===== config.mk =====
export PLATFORM = sky130hd
export DESIGN_NAME = relay_board_watchdog_status
export DESIGN_NICKNAME = d
export VERILOG_FILES = /design/src/relay_wd_pkg.sv /design/src/hb_monitor.sv /design/src/relay_board_watchdog_status.sv
export SDC_FILE = /design/constraint.sdc
export NUM_CORES = 1
export LEC_CHECK = 0
export BUFFER_PORTS_ARGS = -buffer_cell sky130_fd_sc_hd__clkbuf_2
export CAP_MARGIN = 20
export CORE_UTILIZATION = 30
export CTS_CLUSTER_DIAMETER = 60
export DETAILED_ROUTE_END_ITERATION = 10
export SYNTH_ARGS = -nofsm -noshare
export SYNTH_HDL_FRONTEND = slang
export SYNTH_SLANG_ARGS = --single-unit
export TNS_END_PERCENT = 100

===== constraint.sdc =====
create_clock -name MCLK_I -period 2.8 [get_ports MCLK_I]
set_clock_uncertainty 0.05 [all_clocks]
set_input_delay 0.84 -clock MCLK_I [delete_from_list [all_inputs] [get_ports MCLK_I]]
set_output_delay 0.84 -clock MCLK_I [all_outputs]
set_load 0.005 [all_outputs]

===== src/relay_wd_pkg.sv =====
package relay_wd_pkg;
    localparam int unsigned CLK_HZ = 100_000_000;
    // heartbeat stuck time, seconds
    localparam int unsigned STUCK_TIME_S = 30;
    localparam longint unsigned STUCK_CYCLES_DEF =
        longint'(STUCK_TIME_S) * longint'(CLK_HZ);
    localparam int unsigned CNT_W = 32;
    localparam int unsigned VALVE_UNITS = 2;
    localparam int unsigned VALVES_PER_UNIT = 4;
    localparam int unsigned VALVE_N = VALVE_UNITS * VALVES_PER_UNIT;
    localparam int unsigned HEATER_N = 2;
    localparam int unsigned HEATER_CHAMBER = 0;
    localparam int unsigned HEATER_PERM = 1;
    localparam int unsigned VALVE_ZERO_SPAN = 0;
    localparam int unsigned VALVE_SAMPLE_CAL = 1;
    localparam logic [VALVE_N-1:0] VALVE_RST = 8'h00;
    localparam logic [HEATER_N-1:0] HEATER_RST = 2'h0;
endpackage : relay_wd_pkg

===== src/hb_monitor.sv =====
`timescale 1ns/1ps
`default_nettype none
module hb_monitor
#(
    parameter logic [31:0] STUCK_CYCLES = 32'd3000000000
)
(
    input wire logic clk_i,
    input wire logic rst_n_i,
    input wire logic hb_i,
    output logic trip_o
);
    import relay_wd_pkg::*;

    logic hb_prev_q;
    logic [CNT_W-1:0] cnt_q;
    logic toggled;

    assign toggled = hb_i != hb_prev_q;

    always_ff @(posedge clk_i)
    begin
        if (!rst_n_i)
            hb_prev_q <= 1'b0;
        else
            hb_prev_q <= hb_i;
    end

    // counter saturates at the limit so the trip holds steady
    always_ff @(posedge clk_i)
    begin
        if (!rst_n_i)
            cnt_q <= '0;
        else if (toggled)
            cnt_q <= '0;
        else if (cnt_q < STUCK_CYCLES)
            cnt_q <= cnt_q + 32'd1;
    end

    // stuck on or off for the full time; cleared by the next toggle
    always_ff @(posedge clk_i)
    begin
        if (!rst_n_i)
            trip_o <= 1'b0;
        else if (toggled)
            trip_o <= 1'b0;
        else if (cnt_q >= STUCK_CYCLES - 32'd1)
            trip_o <= 1'b1;
    end
endmodule : hb_monitor
`default_nettype wire


===== src/relay_board_watchdog_status.sv =====
`timescale 1ns/1ps
`default_nettype none
// Functional notes
// - heartbeat stuck thirty seconds declares host failure
// - failure forces all valve outputs closed
// - failure switches off UV source and heaters
// - sample pump unaffected by watchdog trip
// - heater zone indicator follows heater drive
// - zero/span indicator lit on span path
// - sample/cal indicator lit on cal path
// - two valve units, four valves each
// - host commands arrive over I2C as master
// - outputs except the watchdog trip held at defaults until host control
module relay_board_watchdog_status
    import relay_wd_pkg::*;
#(
    parameter logic [31:0] STUCK_CYCLES = 32'(STUCK_CYCLES_DEF)
)
(
    input wire logic MCLK_I,
    input wire logic RST_N_I,
    input wire logic HOST_READY_I,
    input wire logic HEARTBEAT_CMD_I,
    input wire logic [relay_wd_pkg::VALVE_N-1:0] VALVE_CMD_I,
    input wire logic [relay_wd_pkg::HEATER_N-1:0] HEATER_CMD_I,
    input wire logic UV_CMD_I,
    input wire logic SHUTTER_CMD_I,
    input wire logic PUMP_CMD_I,
    output logic [relay_wd_pkg::VALVE_N-1:0] VALVE_O,
    output logic [relay_wd_pkg::HEATER_N-1:0] HEATER_O,
    output logic UV_O,
    output logic SHUTTER_O,
    output logic PUMP_O,
    output logic HEARTBEAT_INDICATOR_O,
    output logic CHAMBER_HEATER_INDICATOR_O,
    output logic PERM_TUBE_HEATER_INDICATOR_O,
    output logic ZERO_SPAN_VALVE_INDICATOR_O,
    output logic SAMPLE_CAL_VALVE_INDICATOR_O,
    output logic SHUTTER_INDICATOR_O,
    output logic WATCHDOG_TRIP_O
);
    import relay_wd_pkg::*;

    // command inputs are decoded I2C writes on this clock, no sync
    logic host_ok_q;
    logic trip;
    logic force_off;

    // next state of each output, registered below
    logic hb_ind_d;
    logic hb_ind_q;
    logic [VALVE_N-1:0] valve_d;
    logic [VALVE_N-1:0] valve_q;
    logic [HEATER_N-1:0] heater_d;
    logic [HEATER_N-1:0] heater_q;
    logic uv_d;
    logic uv_q;
    logic shutter_d;
    logic shutter_q;
    logic pump_d;
    logic pump_q;

    // defaults until host says it runs; once up, stays up until reset
    always_ff @(posedge MCLK_I)
    begin
        if (!RST_N_I)
            host_ok_q <= 1'b0;
        else if (HOST_READY_I)
            host_ok_q <= 1'b1;
    end

    // trip and boot hold share one forced-off path
    // boot hold reuses it so the power-up state is the safe one
    assign force_off = trip || !host_ok_q;

    // the host keeps the indicator toggling; we only watch it
    // trip clears on the next toggle, not on boot hold
    hb_monitor #(
        .STUCK_CYCLES(STUCK_CYCLES)
    ) u_hb (
        .clk_i(MCLK_I),
        .rst_n_i(RST_N_I),
        .hb_i(hb_ind_q),
        .trip_o(trip)
    );

    // watched after the register, so a dead link shows as a frozen lamp
    always_comb
    begin
        hb_ind_d = hb_ind_q;
        if (host_ok_q)
            hb_ind_d = HEARTBEAT_CMD_I;
    end

    always_ff @(posedge MCLK_I)
    begin
        if (!RST_N_I)
            hb_ind_q <= 1'b0;
        else
            hb_ind_q <= hb_ind_d;
    end

    // forced closed whatever the host last wrote
    always_comb
    begin
        valve_d = VALVE_CMD_I;
        if (force_off)
            valve_d = '0;
    end

    // two driver units of four channels each
    // flat index keeps the unit split out of the port list
    genvar u;
    genvar c;
    generate
        for (u = 0; u < int'(VALVE_UNITS); u++)
        begin : g_unit
            for (c = 0; c < int'(VALVES_PER_UNIT); c++)
            begin : g_chan
                localparam int unsigned IDX = u * VALVES_PER_UNIT + c;
                always_ff @(posedge MCLK_I)
                begin
                    if (!RST_N_I)
                        valve_q[IDX] <= VALVE_RST[IDX];
                    else
                        valve_q[IDX] <= valve_d[IDX];
                end
            end
        end
    endgenerate

    // lamp source goes dark with the heaters
    always_comb
    begin
        heater_d = HEATER_CMD_I;
        uv_d = UV_CMD_I;
        if (force_off)
        begin
            heater_d = '0;
            uv_d = 1'b0;
        end
    end

    // one register per heater zone
    // per-zone reset value, both zones start off
    genvar h;
    generate
        for (h = 0; h < int'(HEATER_N); h++)
        begin : g_heater
            always_ff @(posedge MCLK_I)
            begin
                if (!RST_N_I)
                    heater_q[h] <= HEATER_RST[h];
                else
                    heater_q[h] <= heater_d[h];
            end
        end
    endgenerate

    always_ff @(posedge MCLK_I)
    begin
        if (!RST_N_I)
            uv_q <= 1'b0;
        else
            uv_q <= uv_d;
    end

    // shutter is not on the forced-off list, it follows the host
    // shutter and pump keep their reset state until the host is up
    always_comb
    begin
        shutter_d = shutter_q;
        if (host_ok_q)
            shutter_d = SHUTTER_CMD_I;
    end

    always_ff @(posedge MCLK_I)
    begin
        if (!RST_N_I)
            shutter_q <= 1'b0;
        else
            shutter_q <= shutter_d;
    end

    // pump ignores the trip so sample flow continues
    always_comb
    begin
        pump_d = pump_q;
        if (host_ok_q)
            pump_d = PUMP_CMD_I;
    end

    always_ff @(posedge MCLK_I)
    begin
        if (!RST_N_I)
            pump_q <= 1'b0;
        else
            pump_q <= pump_d;
    end

    // ports are plain copies of the registers
    assign VALVE_O = valve_q;
    assign HEATER_O = heater_q;
    assign UV_O = uv_q;
    assign SHUTTER_O = shutter_q;
    assign PUMP_O = pump_q;
    assign HEARTBEAT_INDICATOR_O = hb_ind_q;

    // indicators mirror the driven outputs, so they show forced states too
    assign CHAMBER_HEATER_INDICATOR_O = heater_q[HEATER_CHAMBER];
    assign PERM_TUBE_HEATER_INDICATOR_O = heater_q[HEATER_PERM];
    assign ZERO_SPAN_VALVE_INDICATOR_O = valve_q[VALVE_ZERO_SPAN];
    assign SAMPLE_CAL_VALVE_INDICATOR_O = valve_q[VALVE_SAMPLE_CAL];
    assign SHUTTER_INDICATOR_O = shutter_q;
    assign WATCHDOG_TRIP_O = trip;
endmodule : relay_board_watchdog_status
`default_nettype wire


=== Word level (Yosys, flattened, before mapping) ===
Cells that the tools add are included.

* $add $sub $neg: 1
* Magnitude comparators: 2
* Equality and inequality tests: 1
* Bitwise operators: 1
* Reduce and logical (&&, ||, !) cells: 4

{| class="wikitable"
|+ Operators with widths
! kind !! count
|-
| $add A32 B1 Y32 const B || 1
|-
| $ge A32 B32 Y1 const B || 1
|-
| $lt A32 B32 Y1 const B || 1
|-
| $reduce_or A2 Y1 || 2
|-
| $logic_not A1 Y1 || 1
|-
| $logic_or A1 B1 Y1 || 1
|-
| $ne A1 B1 Y1 || 1
|-
| $not A1 Y1 || 1
|}

* Flip-flop bits (word level): 49
* Output and inout bits: 20
* Word-level logic and storage cells: 27

=== Depth between registers and ports, before layout ===
Gate-level depths: netlist of the first run.

* Depth in word-level cells: 3
* Gate-level depth with buffers: 7
* Depth with buffers taken out: 6

=== Cells and area by module ===
Synthesis of the first run repeated with hierarchy kept, for this count alone.

* Cells, all modules: 248
* Area total of the unflattened synthesis: 2312.2 um^2

{| class="wikitable"
|+ Modules (own cells, without submodules)
! module !! times used !! cells each !! area each (um^2) !! seq. area each (um^2)
|-
| hb_monitor || 1 || 207 || 1788.0 || 680.7
|-
| relay_board_watchdog_status || 1 || 41 || 524.3 || 300.3
|}

=== Least setup slack after synthesis of the first run ===
OpenSTA, ideal clock, no wires.

* Path type: register to register
* From: reg u_hb.cnt_q[16]
* To: reg u_hb.cnt_q[0]
* Arrival time: 2021 ps
* Data required time: 2621 ps
* Slack: 600 ps
* Cell stages (with the launch flop): 8
* Buffers on the path: 2
* Period minus slack after synthesis: 2200 ps
* Cells stage by stage: dfxtp_1 -> or4_1 -> or4_4 -> o211ai_2 -> buf_6 -> buf_12 -> xor2_2 -> nor2_1

* Longest elaborated chain between the ends: 1

{| class="wikitable"
|+ RTL lines
! element !! RTL line !! RTL
|-
| from (decl) || hb_monitor.sv:16 || <nowiki>logic [CNT_W-1:0] cnt_q;</nowiki>
|-
| from (signal assigned) || hb_monitor.sv:37 || <nowiki>cnt_q <= cnt_q + 32'd1;</nowiki>
|-
| $lt A32 B32 Y1 || hb_monitor.sv:36 || <nowiki>else if (cnt_q < STUCK_CYCLES)</nowiki>
|}

No other way between the ends.
A chain may end at the register's enable or synchronous reset.

=== Worst setup path after layout of the first run ===
* From: reg u_hb.cnt_q[16]
* To: reg u_hb.cnt_q[11]

Same word-level chain as after synthesis.

==> flow_summary.ini, run 1 <==
[outcome]
outcome = finished clean

[power_and_ir_drop]
pwr_density_cell_nw_per_um2 = 454.8
p_sw_mw = 0.3118
vdd_drop_max_v = 0.0002640
p_leak_nw = 0.9307
power_frac_seq_pct = 58.3
p_int_mw = 0.9241
pwr-share-comb_pct = 5.8
p_clk_share_pct = 35.8
switching_share_pct = 25.23

[clocking]
postCtsSetupBuffers = 0
root_buffer = clkbuf_8
cts_resized = 0
clkLatencyLatePin_ns = 0.32
cts_tree = done
path_clk_slew_ns = 0.10
numCtsBuffers = 5
cts.htree.levels = 2
cts_max_path_buffers = 2
cts_sinks = 49
hold_buffers = 0

[sta]
setup-violations-final = 0
period_needed_ns = 2.350
rsz0062_at_grt = no
max_freq_ghz = 0.4255
period_share_pct = 83.94
worstMarginPinSlew_ns = 0.6047
drv_slew = 0
final_hold_viol_count = 0
finalSetupTns_ns = 0
maxSlewHeadroom_pct = 59.69
timing.final.ws_setup_ns = 0.4497
fin_hold_ws_ns = 0.4381

[setup_path]
max_stage_delay_ns = 0.56
crit_cells = 6
critPathKind = register to register
worstPathArrival_ns = 2.50
required_ns = 2.95
cp_top_family = simple AND/OR/NAND/NOR gates
crit_path_top_delay_cell = or4_1
cp-end-kind = register
crit_path_start_kind = register
crit_buf_inv = 1
path_cells = or4_1 > or4_4 > o211ai_2 > buf_4 > or3_1 > a21oi_2
r2r_cells = 6
path_max_fanout = 27

[drt]
dr.pass1.iters = 4
drt_iter0_drc = 65
drcViolationCount = 0
routed_wl_mm = 5.151
routedWlPerCell_um = 12.94
ant_nets = 0
viasPerCell = 5.204
vias = 2071

[floorplan]
io_pins = 37
dieArea_um2 = 8395
rows = 32
initial_core_util_pct = 31.02
die_h_um = 91.63
die_x_um = 91.63
core-area_um2 = 7767

[finish]
ff_latch_area_um2 = 980.9
nets = 313
multi_input_area_um2 = 1290
syn_to_final_growth_pct = 12.77
final_cells = 398
drive_gt1_share_pct = 26.35
utilization_pct = 34.99
fillCellCount = 835
diodes = 0

[grt]
grt_util_all_layers_pct = 13.33
grt_pass1_vias = 1965
antenna_found_initial = 0
grt-ovfl-total = 0
grt_start_max_net_pins = 28
grt_pass1_wl_mm = 9.059

[yosys]
syn_area_per_cell_um2 = 9.094
async_reset_ff_share_pct = 0
syn_nets = 283
ys_ff_latch = 49
ys_warn_count = 0
netlist_area_um2 = 2410
ys_seq_area_share_pct = 40.71
synth_edf_count = 0
synthCells = 265
synth.distinct_cells = 46
ys.flop_type = dfxtp_1

[hold_path]
hold_path_class = register to register
min_path_cells = 2

[placement]
placed_cells = 390
hpwl_mm = 3.695
port_buffers = 36
place_congestion = 0.8099
pre_cts_ws_ns = 0.4600

[flow_run]
cap_violations = 0
kinds of logic (layout without fill, tap and decap cells):
family | count (synthesis) | count (layout) | synth area share, %
AO/OA/AOI/OAI | 61 | 61 | 19.32
adder cells (fa/ha/maj) | 1 | 1 | 0.5191
AND/OR/NAND/NOR | 125 | 125 | 30.22
flip-flops | 49 | 49 | 40.71
buffers and inverters | 21 | 52 | 5.763
multiplexers | 5 | 5 | 2.077
XOR/XNOR | 3 | 3 | 1.402
final cells by class:
class	count	area share (%)
clock buffers	5	2.532
repair buffers	40	7.735
clock inverters	3	0.9208
multi-input cells	195	47.47
well taps	102	4.696
inverters	4	0.5525
flip-flops and latches	49	36.10
routing by layer:
| metal | vias up | share of wire [%] | track usage, % |
|---|---|---|---|
| met1 | 998 | 48 | 17.37 |
| met3 | 6 | 2.8 | 2.819 |
| met2 | 30 | 48 | 21.80 |
| li1 | 1037 | - | - |
| met5 | - | 0 | 0 |
| met4 | 0 | 1.4 | 4.497 |
power by group through the flow:
| stage | clock network [mW] | logic (mW) | registers [mW] |
|---|---|---|---|
| 2_1_floorplan | 0 | 0.0465 | 0.735 |
| 3_3_place_gp | 0 | 0.0722 | 0.736 |
| 3_5_place_dp | 0 | 0.0741 | 0.737 |
| 4_1_cts | 0.459 | 0.0742 | 0.721 |
| 5_1_grt | 0.488 | 0.0814 | 0.723 |
| 6_report | 0.443 | 0.0723 | 0.721 |
state kept, by name, summed over array words and instances (netlist names):
signal / count
PUMP_O: 1
HEARTBEAT_INDICATOR_O: 1
ZERO_SPAN_VALVE_INDICATOR_O: 1
CHAMBER_HEATER_INDICATOR_O: 1
PERM_TUBE_HEATER_INDICATOR_O: 1
host_ok_q: 1
VALVE_O: 6
UV_O: 1
SHUTTER_INDICATOR_O: 1
u_hb.hb_prev_q: 1
SAMPLE_CAL_VALVE_INDICATOR_O: 1
u_hb.cnt_q: 32
u_hb.trip_o: 1
path summary, 6_finish.rpt:
check | startpoint | to | slack [ns]
worst min register to register | u_hb.cnt_q[1] | u_hb.cnt_q[1] | 0.44
worst max register to register | u_hb.cnt_q[16] | u_hb.cnt_q[11] | 0.45
worst max-delay path | u_hb.cnt_q[16] | u_hb.cnt_q[11] | 0.45
worst min-delay path | u_hb.cnt_q[1] | u_hb.cnt_q[1] | 0.44
stage by stage:
step / area (um2) / power [mW]
2_1_floorplan: 2410 / 0.7815
3_3_place_gp: 2624 / 0.8084
3_5_place_dp: 2624 / 0.8109
4_1_cts: 2718 / 1.254
5_1_grt: 2718 / 1.292
6_report: 2718 / 1.236
tightest hold or removal path: stages (launching register included):
cell,delay (ns)
dfxtp_1,0.33
nand3_1,0.06
o21ai_1,0.06
cell usage after synthesis, types with 2 or more instances:
master,number,share of area [%]
dfxtp_1,49,41
nand2_1,19,3.0
or3_1,18,4.7
and2_1,17,4.4
nand3_1,16,3.3
a21oi_2,15,5.5
nand4_1,14,3.6
or4_1,11,3.4
nor2_1,10,1.6
a21oi_1,9,1.9
o21ai_2,9,3.3
o31ai_1,9,2.8
clkbuf_1,8,1.2
buf_4,5,1.6
mux2i_1,5,2.1
o21ai_1,5,1.0
inv_1,4,0.62
nor2b_1,4,1.0
o21ai_0,4,0.83
and3_1,3,0.78
and4_1,2,0.73
buf_12,2,1.7
nand2b_1,2,0.52
nor3_1,2,0.42
nor4_1,2,0.52
placed cells by master (no fill, tap or decap), drive strengths merged, types with 6 or more instances in the layout:
cell type / instances
or3: 18
a21oi: 24
dfxtp: 49
nor2: 10
inv: 6
o21ai: 18
nand3: 16
nand4: 14
clkbuf: 41
nand2: 19
o31ai: 9
or4: 12
and2: 17
(Power assumes the default switching activity.)
==> inputs of run 2 (changes only) <==
==> constraint.sdc (replaced) <==
create_clock -name MCLK_I -period 2.27 [get_ports MCLK_I]
set_clock_uncertainty 0.05 [all_clocks]
set_input_delay 0.681 -clock MCLK_I [delete_from_list [all_inputs] [get_ports MCLK_I]]
set_output_delay 0.681 -clock MCLK_I [all_outputs]
set_load 0.005 [all_outputs]
==> run 2 against run 1 <==
Sequential cell count did not move; maximum frequency rose by 7.3%; final area rose by 7.0%; clock power rose by 26%; sequential power rose by 23%; utilization rose by 2.4 points; power rose by 25%; critical endpoint is now u_hb.cnt_q[19]; global-route usage barely moved; clock-buffer cell count did not move; via count rose by 1.2%; die area did not move; hold slack got worse by 0.0056 ns.
==> flow_summary.ini, run 2 (synthesis gave the netlist of run 1 again) <==
[setup_path]
r2r-start = u_hb.cnt_q[16]
r2r_setup_slack_ns = 0.08
required_ns = 2.42
cp-end-kind = register
critPathKind = register to register
path_max_fanout = 40
crit_path_start_kind = register
r2r_cells = 6
r2r-end = u_hb.cnt_q[19]
worstPathArrival_ns = 2.34

[sta]
final_hold_viol_count = 0
maxSlewHeadroom_pct = 67.79
drv_slew = 0
period_needed_ns = 2.189
period_share_pct = 96.45
worstMarginPinSlew_ns = 0.4814
setup-violations-final = 0
fin_hold_ws_ns = 0.4325
rsz0062_at_grt = yes
max_freq_ghz = 0.4567

[drt]
routedWlPerCell_um = 12.48
wl_met1_mm = 2.605
drt_iter0_drc = 145
wl_met2_mm = 2.394
highest_layer = met4
viasPerCell = 5.014
routed_wl_mm = 5.216
vias = 2096
drcViolationCount = 0
dr.pass1.iters = 4
wl_met3_um = 127
ant_nets = 0

[floorplan]
initial_core_util_pct = 31.02
die_h_um = 91.63
core-area_um2 = 7767
dieArea_um2 = 8395
die_x_um = 91.63
io_pins = 37
rows = 32

[clocking]
numCtsBuffers = 5
root_buffer = clkbuf_8
postCtsSetupBuffers = 0
cts_sinks = 49
path_clk_slew_ns = 0.10
cts_max_path_buffers = 2
hold_buffers = 0
clkLatencyLatePin_ns = 0.32
cts.htree.levels = 2
cts_resized = 0
cts_tree = done

[finish]
largest_reg_flops = 32
fin_area_um2 = 2908
fillCellCount = 806
syn_to_final_growth_pct = 20.66
most-common-layout-cells = dfxtp_1, clkbuf_2, buf_4
drive_gt1_share_pct = 31.65
final_common_cell = dfxtp_1
diodes = 0
nets = 333
regMostFlops = u_hb.cnt_q

[placement]
port_buffers = 36
hpwl_mm = 3.820
postPlaceCellArea_um2 = 2786
place_congestion = 0.7764

[power_and_ir_drop]
power_frac_seq_pct = 57.5
p_leak_nw = 1.053
vdd_drop_max_v = 0.0002913
pwr-share-comb_pct = 6.2
p_clk_share_pct = 36.2
p_int_mw = 1.152
switching_share_pct = 25.42
pwr_density_cell_nw_per_um2 = 531.1
p_sw_mw = 0.3926

[grt]
antenna_found_initial = 0
grt_util_all_layers_pct = 13.29
grt_pass1_vias = 1950
grt_start_max_net_pins = 41
grt-ovfl-total = 0
grt_pass1_wl_mm = 9.004

[flow_run]
cap_violations = 0

[outcome]
outcome = finished clean

[hold_path]
hold_path_end = u_hb.cnt_q[1]
hold_path_class = register to register
min_from = u_hb.cnt_q[1]
min_path_cells = 2
## run 2: cell type report
| type | count | area [um2] | area share, % |
|---|---|---|---|
| multi-input cells | 195 | 1314 | 45.18 |
| flip-flops and latches | 49 | 980.9 | 33.73 |
| repair buffers | 60 | 372.9 | 12.82 |
| well taps | 102 | 127.6 | 4.389 |
| clock buffers | 5 | 68.82 | 2.367 |
| clock inverters | 3 | 28.78 | 0.9897 |
| inverters | 4 | 15.01 | 0.5164 |
## run 2: worst max-delay path, stage by stage, from the launching register on
cell and delay, ns:
dfxtp_1 0.32, or4_1 0.54, or4_4 0.52, o211ai_2 0.20, buf_12 0.23, or4_1 0.16, a21oi_2 0.05
## run 2: power groups by stage
stage                     clock [mW]  combinational [mW]  sequential (mW)
after floorplan                    0              0.0574            0.907
after global placement             0              0.0959            0.908
after detailed placement           0              0.0978            0.909
after CTS                      0.573              0.0982            0.889
after global routing           0.613               0.106            0.892
final                          0.560              0.0959            0.889
## run 2: how the worst max path moves through the flow
| stage | start | to | slack, ns | cells past startpoint |
|---|---|---|---|---|
| detailed placement | u_hb.cnt_q[16] | u_hb.cnt_q[19] | 0.06 | 7 |
| floorplan | u_hb.cnt_q[16] | u_hb.cnt_q[0] | 0.07 | 7 |
| global route | u_hb.cnt_q[0] | u_hb.cnt_q[30] | -0.01 | 7 |
| finish | u_hb.cnt_q[16] | u_hb.cnt_q[19] | 0.08 | 6 |
| CTS | u_hb.cnt_q[16] | u_hb.cnt_q[19] | 0.03 | 7 |
| global placement | u_hb.cnt_q[16] | u_hb.cnt_q[16] | 0.10 | 7 |
## run 2: routing by layer
| layer | global-route usage, % | vias up |
|---|---|---|
| li1 | - | 1078 |
| met1 | 17.46 | 988 |
| met2 | 21.05 | 19 |
| met3 | 2.570 | 11 |
| met4 | 5.952 | 0 |
| met5 | 0 | - |
## run 2: per-stage QoR
step / cells / setup TNS, ns / setup WS [ns] / power (mW) / util (%)
after floorplan: 265 / 0 / 0.07040 / 0.9639 / -
after global placement: 410 / 0 / 0.1001 / 1.004 / 35.87
after detailed placement: 410 / 0 / 0.06334 / 1.007 / 35.87
after CTS: 418 / 0 / 0.02776 / 1.560 / 37.13
after global routing: 418 / -0.02160 / -0.01373 / 1.612 / 37.44
final: 418 / 0 / 0.08061 / 1.544 / 37.44
